<file path="src/verilog/tzc_regs.vh">
// Register map, field positions, reset values and bus answers for the timer zero block
// How it works
// - Control bit 7 picks the interrupt pin edge that sets its flag: 1 rising, 0 falling.
// - With the external source chosen, bit 6 picks the counting edge: 1 rising, 0 falling.
// - With the pin source chosen, each chosen edge of the external clock pin ticks the prescaler and sets the pin flag.
// - Bit 5 picks the clock source: 1 the internal instruction-cycle clock, 0 the pin.
// - Bits 4 to 1 give prescale 1:1 to 1:128 doubling per code, and 1:256 for codes 1xxx.
// - Bit 0 is not implemented, ignores writes and reads as zero.
// - All implemented control bits are read/write and clear to zero at reset.
// - The timer is a 16-bit count in two bytes behind an 8-bit prescaler, 24 bits in all.
`ifndef TZC_REGS_VH
`define TZC_REGS_VH

// ----------------------------------------------------------------
// Register indices; the bus byte address is four times the index
// ----------------------------------------------------------------
`define TZC_IDX_CTRL      8'h05
`define TZC_IDX_CNT_LO    8'h06
`define TZC_IDX_CNT_HI    8'h07
`define TZC_IDX_IRQ_STAT  8'h08
`define TZC_IDX_IRQ_MASK  8'h09
`define TZC_ADDR_W        8

// ----------------------------------------------------------------
// Control field positions
// ----------------------------------------------------------------
`define TZC_CTRL_INT_EDGE 7
`define TZC_CTRL_CLK_EDGE 6
`define TZC_CTRL_SRC      5
`define TZC_CTRL_PS_HI    4
`define TZC_CTRL_PS_LO    1
`define TZC_CTRL_WMASK    8'hFE

// ----------------------------------------------------------------
// Interrupt status bits
// ----------------------------------------------------------------
`define TZC_IRQ_INT_PIN   0
`define TZC_IRQ_CLK_PIN   1
`define TZC_IRQ_OVF       2
`define TZC_IRQ_W         3

// ----------------------------------------------------------------
// Reset values
// ----------------------------------------------------------------
`define TZC_CTRL_RST      8'h00
`define TZC_CNT_RST       16'h0000
`define TZC_IRQ_RST       3'h0

// ----------------------------------------------------------------
// Bus answers
// ----------------------------------------------------------------
`define TZC_RESP_OKAY     2'h0
`define TZC_RESP_SLVERR   2'h2

`endif

</file>
<file path="src/verilog/tzc_timer_zero.v">
// Timer zero with clock/edge/prescale control, pin interrupts and AXI4-Lite slave
`timescale 1ns/1ns
`include "tzc_regs.vh"

module tzc_timer_zero
(
  input  wire        clk_sys,
  input  wire        rst,
  input  wire        ext_count_clock_pin,
  input  wire        ext_interrupt_pin,
  input  wire [31:0] s_axi_awaddr,
  input  wire        s_axi_awvalid,
  output reg         s_axi_awready,
  input  wire [31:0] s_axi_wdata,
  input  wire [3:0]  s_axi_wstrb,
  input  wire        s_axi_wvalid,
  output reg         s_axi_wready,
  output reg  [1:0]  s_axi_bresp,
  output reg         s_axi_bvalid,
  input  wire        s_axi_bready,
  input  wire [31:0] s_axi_araddr,
  input  wire        s_axi_arvalid,
  output reg         s_axi_arready,
  output reg  [31:0] s_axi_rdata,
  output reg  [1:0]  s_axi_rresp,
  output reg         s_axi_rvalid,
  input  wire        s_axi_rready,
  output reg         irq
);

  // ----------------------------------------------------------------
  // Registers
  // ----------------------------------------------------------------
  reg  [7:0]            timer_zero_ctrl_status_q;
  reg  [15:0]           timer_zero_count_q;
  reg  [7:0]            prescale_cnt_q;
  wire [`TZC_IRQ_W-1:0] irq_stat_q;
  reg  [`TZC_IRQ_W-1:0] irq_mask_q;
  reg                   aw_hold_q;
  reg  [31:0]           awaddr_q;
  reg                   w_hold_q;
  reg  [31:0]           wdata_q;
  reg  [3:0]            wstrb_q;

  wire                  ext_int_edge_select;
  wire                  ext_clock_edge_select;
  wire                  count_source_select;
  wire [3:0]            prescale_select;

  assign ext_int_edge_select   = timer_zero_ctrl_status_q[`TZC_CTRL_INT_EDGE];
  assign ext_clock_edge_select = timer_zero_ctrl_status_q[`TZC_CTRL_CLK_EDGE];
  assign count_source_select   = timer_zero_ctrl_status_q[`TZC_CTRL_SRC];
  assign prescale_select       = timer_zero_ctrl_status_q[`TZC_CTRL_PS_HI:`TZC_CTRL_PS_LO];

  // ----------------------------------------------------------------
  // Edge detection on the pins
  // ----------------------------------------------------------------
  // Pins are taken as synchronous; one stage of history gives the edge.
  // History resets to the idle low level, so reset itself makes no edge.
  wire [1:0] pin_now;
  wire [1:0] pin_sel;
  wire [1:0] pin_edge;

  assign pin_now = {ext_interrupt_pin, ext_count_clock_pin};
  assign pin_sel = {ext_int_edge_select, ext_clock_edge_select};

  genvar p;
  generate
    for (p = 0; p < 2; p = p + 1)
    begin : g_pin
      reg  hist_q;
      wire rise;
      wire fall;
      always @(posedge clk_sys)
      begin
        if (rst)
          hist_q <= 1'b0;
        else
          hist_q <= pin_now[p];
      end
      assign rise        = pin_now[p] & ~hist_q;
      assign fall        = ~pin_now[p] & hist_q;
      assign pin_edge[p] = pin_sel[p] ? rise : fall;
    end
  endgenerate

  wire clk_edge = pin_edge[0];
  wire int_edge = pin_edge[1];

  // Internal source ticks every cycle; edge select then plays no part
  wire count_tick = count_source_select ? 1'b1 : clk_edge;

  // ----------------------------------------------------------------
  // Prescaler and counter
  // ----------------------------------------------------------------
  reg [7:0] ps_limit;
  always @*
  begin
    case (prescale_select)
      4'h0:    ps_limit = 8'h00;
      4'h1:    ps_limit = 8'h01;
      4'h2:    ps_limit = 8'h03;
      4'h3:    ps_limit = 8'h07;
      4'h4:    ps_limit = 8'h0F;
      4'h5:    ps_limit = 8'h1F;
      4'h6:    ps_limit = 8'h3F;
      4'h7:    ps_limit = 8'h7F;
      default: ps_limit = 8'hFF;
    endcase
  end

  // A ratio cut below the running prescale count wraps at once, not after 256 ticks
  wire ps_wrap  = count_tick && (prescale_cnt_q >= ps_limit);
  wire cnt_ovf  = ps_wrap && (timer_zero_count_q == 16'hFFFF);

  // ----------------------------------------------------------------
  // Bus write path
  // ----------------------------------------------------------------
  wire        aw_ok  = aw_hold_q | s_axi_awvalid;
  wire        w_ok   = w_hold_q | s_axi_wvalid;
  wire [31:0] wa     = aw_hold_q ? awaddr_q : s_axi_awaddr;
  wire [31:0] wd     = w_hold_q ? wdata_q : s_axi_wdata;
  wire [3:0]  ws     = w_hold_q ? wstrb_q : s_axi_wstrb;
  wire        do_wr  = aw_ok && w_ok && !s_axi_bvalid;
  wire [7:0]  widx   = wa[`TZC_ADDR_W+1:2];
  wire        wr_en  = do_wr && ws[0] && (wa[1:0] == 2'b00);
  wire        wr_ctl = wr_en && (widx == `TZC_IDX_CTRL);
  wire        wr_lo  = wr_en && (widx == `TZC_IDX_CNT_LO);
  wire        wr_hi  = wr_en && (widx == `TZC_IDX_CNT_HI);
  wire        wr_st  = wr_en && (widx == `TZC_IDX_IRQ_STAT);
  wire        wr_mk  = wr_en && (widx == `TZC_IDX_IRQ_MASK);
  wire        w_map  = (widx >= `TZC_IDX_CTRL) && (widx <= `TZC_IDX_IRQ_MASK)
                       && (wa[31:`TZC_ADDR_W+2] == 22'h00_0000);

  always @(posedge clk_sys)
  begin
    if (rst)
    begin
      s_axi_awready <= 1'b0;
      s_axi_wready  <= 1'b0;
      s_axi_bvalid  <= 1'b0;
      s_axi_bresp   <= `TZC_RESP_OKAY;
      aw_hold_q     <= 1'b0;
      w_hold_q      <= 1'b0;
      awaddr_q      <= 32'h0000_0000;
      wdata_q       <= 32'h0000_0000;
      wstrb_q       <= 4'h0;
    end
    else
    begin
      // Ready pulses one cycle on each accepted beat
      s_axi_awready <= s_axi_awvalid && !s_axi_awready && !aw_hold_q && !s_axi_bvalid;
      s_axi_wready  <= s_axi_wvalid && !s_axi_wready && !w_hold_q && !s_axi_bvalid;
      if (s_axi_awvalid && s_axi_awready)
      begin
        aw_hold_q <= 1'b1;
        awaddr_q  <= s_axi_awaddr;
      end
      if (s_axi_wvalid && s_axi_wready)
      begin
        w_hold_q <= 1'b1;
        wdata_q  <= s_axi_wdata;
        wstrb_q  <= s_axi_wstrb;
      end
      if (aw_hold_q && w_hold_q && !s_axi_bvalid)
      begin
        s_axi_bvalid <= 1'b1;
        s_axi_bresp  <= w_map ? `TZC_RESP_OKAY : `TZC_RESP_SLVERR;
        aw_hold_q    <= 1'b0;
        w_hold_q     <= 1'b0;
      end
      else if (s_axi_bvalid && s_axi_bready)
        s_axi_bvalid <= 1'b0;
    end
  end

  // Register updates only happen once both beats are held
  wire commit = aw_hold_q && w_hold_q && !s_axi_bvalid;

  // ----------------------------------------------------------------
  // Control register
  // ----------------------------------------------------------------
  // Bit 0 is cleared by TZC_CTRL_WMASK on every write, so writes to it are dropped here
  always @(posedge clk_sys)
  begin
    if (rst)
      timer_zero_ctrl_status_q <= `TZC_CTRL_RST;
    else if (commit && wr_ctl)
      timer_zero_ctrl_status_q <= wd[7:0] & `TZC_CTRL_WMASK;
  end

  // ----------------------------------------------------------------
  // Interrupt mask and output
  // ----------------------------------------------------------------
  always @(posedge clk_sys)
  begin
    if (rst)
      irq_mask_q <= `TZC_IRQ_RST;
    else if (commit && wr_mk)
      irq_mask_q <= wd[`TZC_IRQ_W-1:0];
  end

  // Registered so the pin never glitches; costs one cycle of latency
  always @(posedge clk_sys)
  begin
    if (rst)
      irq <= 1'b0;
    else
      irq <= |(irq_stat_q & irq_mask_q);
  end

  // ----------------------------------------------------------------
  // Prescaler
  // ----------------------------------------------------------------
  // Prescaler restarts when software reloads the count
  always @(posedge clk_sys)
  begin
    if (rst)
      prescale_cnt_q <= 8'h00;
    else if (commit && (wr_lo || wr_hi))
      prescale_cnt_q <= 8'h00;
    else if (count_tick)
      prescale_cnt_q <= ps_wrap ? 8'h00 : prescale_cnt_q + 8'h01;
  end

  // ----------------------------------------------------------------
  // Counter
  // ----------------------------------------------------------------
  // A byte write wins over a tick in the same cycle; that tick is lost
  always @(posedge clk_sys)
  begin
    if (rst)
      timer_zero_count_q <= `TZC_CNT_RST;
    else if (commit && wr_lo)
      timer_zero_count_q[7:0] <= wd[7:0];
    else if (commit && wr_hi)
      timer_zero_count_q[15:8] <= wd[7:0];
    else if (ps_wrap)
      timer_zero_count_q <= timer_zero_count_q + 16'h0001;
  end

  // ----------------------------------------------------------------
  // Interrupt status, one sticky bit per event
  // ----------------------------------------------------------------
  wire [`TZC_IRQ_W-1:0] irq_event;
  wire [`TZC_IRQ_W-1:0] irq_clear;

  assign irq_event[`TZC_IRQ_INT_PIN] = int_edge;
  assign irq_event[`TZC_IRQ_CLK_PIN] = clk_edge & ~count_source_select;
  assign irq_event[`TZC_IRQ_OVF]     = cnt_ovf;
  assign irq_clear = (commit && wr_st) ? wd[`TZC_IRQ_W-1:0] : 3'h0;

  genvar b;
  generate
    for (b = 0; b < `TZC_IRQ_W; b = b + 1)
    begin : g_stat
      reg stat_q;
      // Set wins over a write-one clear in the same cycle
      always @(posedge clk_sys)
      begin
        if (rst)
          stat_q <= 1'b0;
        else if (irq_event[b])
          stat_q <= 1'b1;
        else if (irq_clear[b])
          stat_q <= 1'b0;
      end
      assign irq_stat_q[b] = stat_q;
    end
  endgenerate

  // ----------------------------------------------------------------
  // Bus read path
  // ----------------------------------------------------------------
  wire [7:0] ridx = s_axi_araddr[`TZC_ADDR_W+1:2];
  wire       r_hi_ok = (s_axi_araddr[31:`TZC_ADDR_W+2] == 22'h00_0000);
  reg  [31:0] rd_val;
  reg         rd_map;
  always @*
  begin
    rd_map = r_hi_ok;
    case (ridx)
      `TZC_IDX_CTRL:     rd_val = {24'h00_0000, timer_zero_ctrl_status_q};
      `TZC_IDX_CNT_LO:   rd_val = {24'h00_0000, timer_zero_count_q[7:0]};
      `TZC_IDX_CNT_HI:   rd_val = {24'h00_0000, timer_zero_count_q[15:8]};
      `TZC_IDX_IRQ_STAT: rd_val = {29'h0000_0000, irq_stat_q};
      `TZC_IDX_IRQ_MASK: rd_val = {29'h0000_0000, irq_mask_q};
      default:
      begin
        rd_val = 32'h0000_0000;
        rd_map = 1'b0;
      end
    endcase
  end

  // One-hot read sequence: wait for an address, take it, answer
  localparam [2:0] RD_IDLE   = 3'b001;
  localparam [2:0] RD_TAKE   = 3'b010;
  localparam [2:0] RD_ANSWER = 3'b100;

  reg [2:0] rd_state_q;
  reg [2:0] rd_state_d;

  always @*
  begin
    rd_state_d = rd_state_q;
    case (rd_state_q)
      RD_IDLE:
        if (s_axi_arvalid)
          rd_state_d = RD_TAKE;
      RD_TAKE:
        rd_state_d = s_axi_arvalid ? RD_ANSWER : RD_IDLE;
      RD_ANSWER:
        if (s_axi_rready)
          rd_state_d = RD_IDLE;
      default:
        rd_state_d = RD_IDLE;
    endcase
  end

  always @(posedge clk_sys)
  begin
    if (rst)
    begin
      rd_state_q    <= RD_IDLE;
      s_axi_arready <= 1'b0;
      s_axi_rvalid  <= 1'b0;
      s_axi_rdata   <= 32'h0000_0000;
      s_axi_rresp   <= `TZC_RESP_OKAY;
    end
    else
    begin
      rd_state_q    <= rd_state_d;
      // Ready and valid follow the next state so both come from flops
      s_axi_arready <= (rd_state_d == RD_TAKE);
      s_axi_rvalid  <= (rd_state_d == RD_ANSWER);
      if ((rd_state_q == RD_TAKE) && s_axi_arvalid)
      begin
        s_axi_rdata <= rd_map ? rd_val : 32'h0000_0000;
        s_axi_rresp <= rd_map ? `TZC_RESP_OKAY : `TZC_RESP_SLVERR;
      end
    end
  end

endmodule
</file>
<file path="config.mk">
export PLATFORM = sky130hd
export DESIGN_NAME = tzc_timer_zero
export DESIGN_NICKNAME = d
export VERILOG_FILES = /design/src/verilog/tzc_timer_zero.v
export VERILOG_INCLUDE_DIRS = /design/src /design/src/verilog
export SDC_FILE = /design/constraint.sdc
export NUM_CORES = 1
export LEC_CHECK = 0
export BUFFER_PORTS_ARGS = -buffer_cell sky130_fd_sc_hd__buf_2
export CORE_UTILIZATION = 40
export CTS_CLUSTER_SIZE = 24
export DETAILED_ROUTE_END_ITERATION = 6
export SYNTH_ARGS = -nofsm -noshare
export SYNTH_HDL_FRONTEND = slang
export SYNTH_SLANG_ARGS = --single-unit
</file>
<file path="constraint.sdc">
create_clock -name clk_sys -period 7.5 [get_ports clk_sys]
set_input_delay 1.125 -clock clk_sys [delete_from_list [all_inputs] [get_ports clk_sys]]
set_output_delay 1.125 -clock clk_sys [all_outputs]
set_load 0.02 [all_outputs]
</file>
==> reports/qor.csv <==
metric;value;unit
netSwitchingFraction;0.2394;
cts_sinks;108;
path_clk_slew;0.07;ns
num_antenna_cells;0;
post_cts_buffers;0;
ys_seq_area_frac;0.4227;
clock_path_buffers;2;
first_global_vias;4053;
maxCapViolCount;0;
grt_pass1_wl;19.40;mm
crit_family;simple AND/OR/NAND/NOR gates;
ir_worst_vdd;0.1388;mV
overflow;0;
drive_gt1_frac;0.1912;
synth_ff_type;dfxtp_1;
die_h;115.1;µm
grt_max_degree;97;
worst_path_largest_cell_delay;0.49;ns
port-buffer-count;95;
wl_per_cell;13.71;µm
worst_clock_skew;0.007521;ns
final_cell_mix;nand2_1 (112), dfxtp_1 (108), buf_2 (95);
dp_hpwl;8.703;mm
first_iter_violations;205;
cts_resized;0;
insertion_delay;0.35;ns
syn_area;5115;µm²
pwr-share-clk;0.431;
fmax;298.1;MHz
status;finished, final reports clean;
io_pins;151;
post-route-period-util;0.4472;
syn_to_final_growth;15.83;%
async_reset_ff_frac;0;
top_usage_layer;met2;
nets;820;
ant_nets;0;
grt_setup_unrepaired;no;
slowest_stage;or4b_1;
wirelength;11.98;mm
rows;40;
maxSlewViolCount;0;
grt_util_met1;0.2375;
endpoint_kind;register;
yosys.area.top_type;dfxtp_1;
rrSetupSlack;4.44;ns
setup_viol;0;
synth_edf_count;0;
synth_top_area_frac;0.4227;
arrival;3.59;ns
vias;4461;
tightest_slew;1.261;ns
vias_per_cell;5.104;
numCtsBuffers;9;
grt_util_all_layers;0.1864;
required;7.74;ns
crit_chain;buf_2 > or4b_1 > a221o_1 > nor3_4 > nand2_2 > mux2i_1 > or2_1 > nor4_1;
critPathKind;primary input to register;
p_leak;2.406;nW
finalCriticalPeriod;3.354;ns
cts_tree;built;
cp_num_buf_inv;1;
cts_hold_buf;0;
drc;0;
drtPass1Iterations;5;
internal_power;926.8;µW
cts_root_buffer;clkbuf_16;
routabilityCongestion;0.8622;
die-area;13240;µm²
hold_viol_final;0;
synth.area.top_cells;dfxtp_1 (42%), nand2_1 (8.2%), a21oi_1 (7.0%);
tns;0;ns
p_sw;291.6;µW
dpl-instance-area;5594;µm²
ys_types;59;
yosysWarningCount;0;
htree_levels;3;
final_common_cell;nand2_1;
n_fill_cell;1267;
p_seq_frac;0.487;
slew_headroom;0.1546;
antenna_found_initial;0;
syn_inst;626;
cellPowerDensity;205.7;nW/µm²
grtUsageMet3;0.04006;
synth-seq-cells;108;
hold_class;register to register;
final_area;5924;µm²
start_util;0.4171;
power.total;1.218;mW
avgSynthCellArea;8.171;µm²
core;12260;µm²
combPwrFrac;0.082;
grt_use_met2;0.3169;
dieWidth;115.1;µm
start_kind;primary input;
cp_max_fo;13;
[registers in the layout, indices dropped and copies added (netlist names), 2 cells and up, named ones only]
signal,flops
timer_zero_ctrl_status_q,7
timer_zero_count_q,16
wdata_q,8
s_axi_rdata,8
awaddr_q,32
rd_state_q,3
irq_mask_q,3
g_pin.hist_q,2
g_stat.stat_q,3
prescale_cnt_q,8
[final cells by class]
type                            count  area [µm²]  area share
Clock buffer                       10       239.0     0.04034
Clock inverter                      6       91.34     0.01542
Inverter                           12       45.04    0.007603
Multi-Input combinational cell    473        2686      0.4534
Sequential cell                   108        2162      0.3649
Tap cell                          168       210.2     0.03548
Timing Repair Buffer               97       490.5     0.08279
[layer usage]
metal / share of wire / vias to the layer above
li1: - / 2286
met1: 0.46 / 2076
met2: 0.49 / 91
met3: 0.040 / 8
met4: 0.010 / 0
met5: 0 / -
[cells in the mapped netlist (4+ instances only)]
library cell	count
buf_1	4
and4_1	4
nand2_1	112
nand4_1	12
o21ai_0	11
xor2_1	15
dfxtp_1	108
nor4b_1	4
or2_2	7
inv_1	12
a211oi_1	8
and3_1	6
a21o_1	6
a22o_1	7
a21oi_1	72
nor2_1	58
nand3_1	11
nor2b_1	6
nor4_1	13
buf_4	27
mux2_2	10
mux2i_1	10
clkbuf_1	26
and2_1	4
ha_1	10
nand2b_1	4
nor3_1	10
a22oi_1	8
[power by group through the flow]
stage	Combinational, mW	Sequential, mW	Clock, mW
2_1_floorplan	0.0749	0.604	0
3_3_place_gp	0.0984	0.607	0
3_5_place_dp	0.100	0.607	0
4_1_cts	0.100	0.594	0.537
5_1_grt	0.111	0.596	0.559
6_report	0.0999	0.594	0.525
[cells by family (layout without fill, tap and decap cells)]
logic type               after synthesis  after routing  share of synthesized area
AND/OR/NAND/NOR                      267            267                     0.2485
AO/OA/AOI/OAI                        134            134                     0.1632
flip-flops                           108            108                     0.4227
buffers and inverters                 70            125                    0.07142
multiplexers                          20             20                    0.04159
XOR/XNOR                              16             16                    0.02740
adder cells (fa/ha/maj)               10             10                    0.02446
other                                  1             26                  0.0007332
[worst paths after layout]
check / endpoint / cells past startpoint / from
max: register / 8 / s_axi_awaddr[0]
min: awaddr_q[15] / 2 / awaddr_q[15]
max reg2reg: timer_zero_count_q[4] / 7 / w_hold_q
min reg2reg: awaddr_q[15] / 2 / awaddr_q[15]
[tightest hold or removal path: cells and delay by family (launching register included)]
family          cells  cell delay, ns
compound gates      1            0.05
flops               1            0.31
simple gates        1            0.05
[metrics by stage]
stage | hold slack, ns | util | cells | setup WS (ns)
final | 0.4542 | 0.4832 | 874 | 4.146
after global routing | 0.4819 | 0.4832 | 874 | 3.972
after CTS | 0.4581 | 0.4832 | 874 | 4.160
after detailed placement | 0.4476 | 0.4562 | 858 | 3.856
after global placement | 0.4390 | 0.4562 | 858 | 3.882
after floorplan | 0.4315 | - | 651 | 4.271
Note: power is estimated with default switching activity, not from simulation.
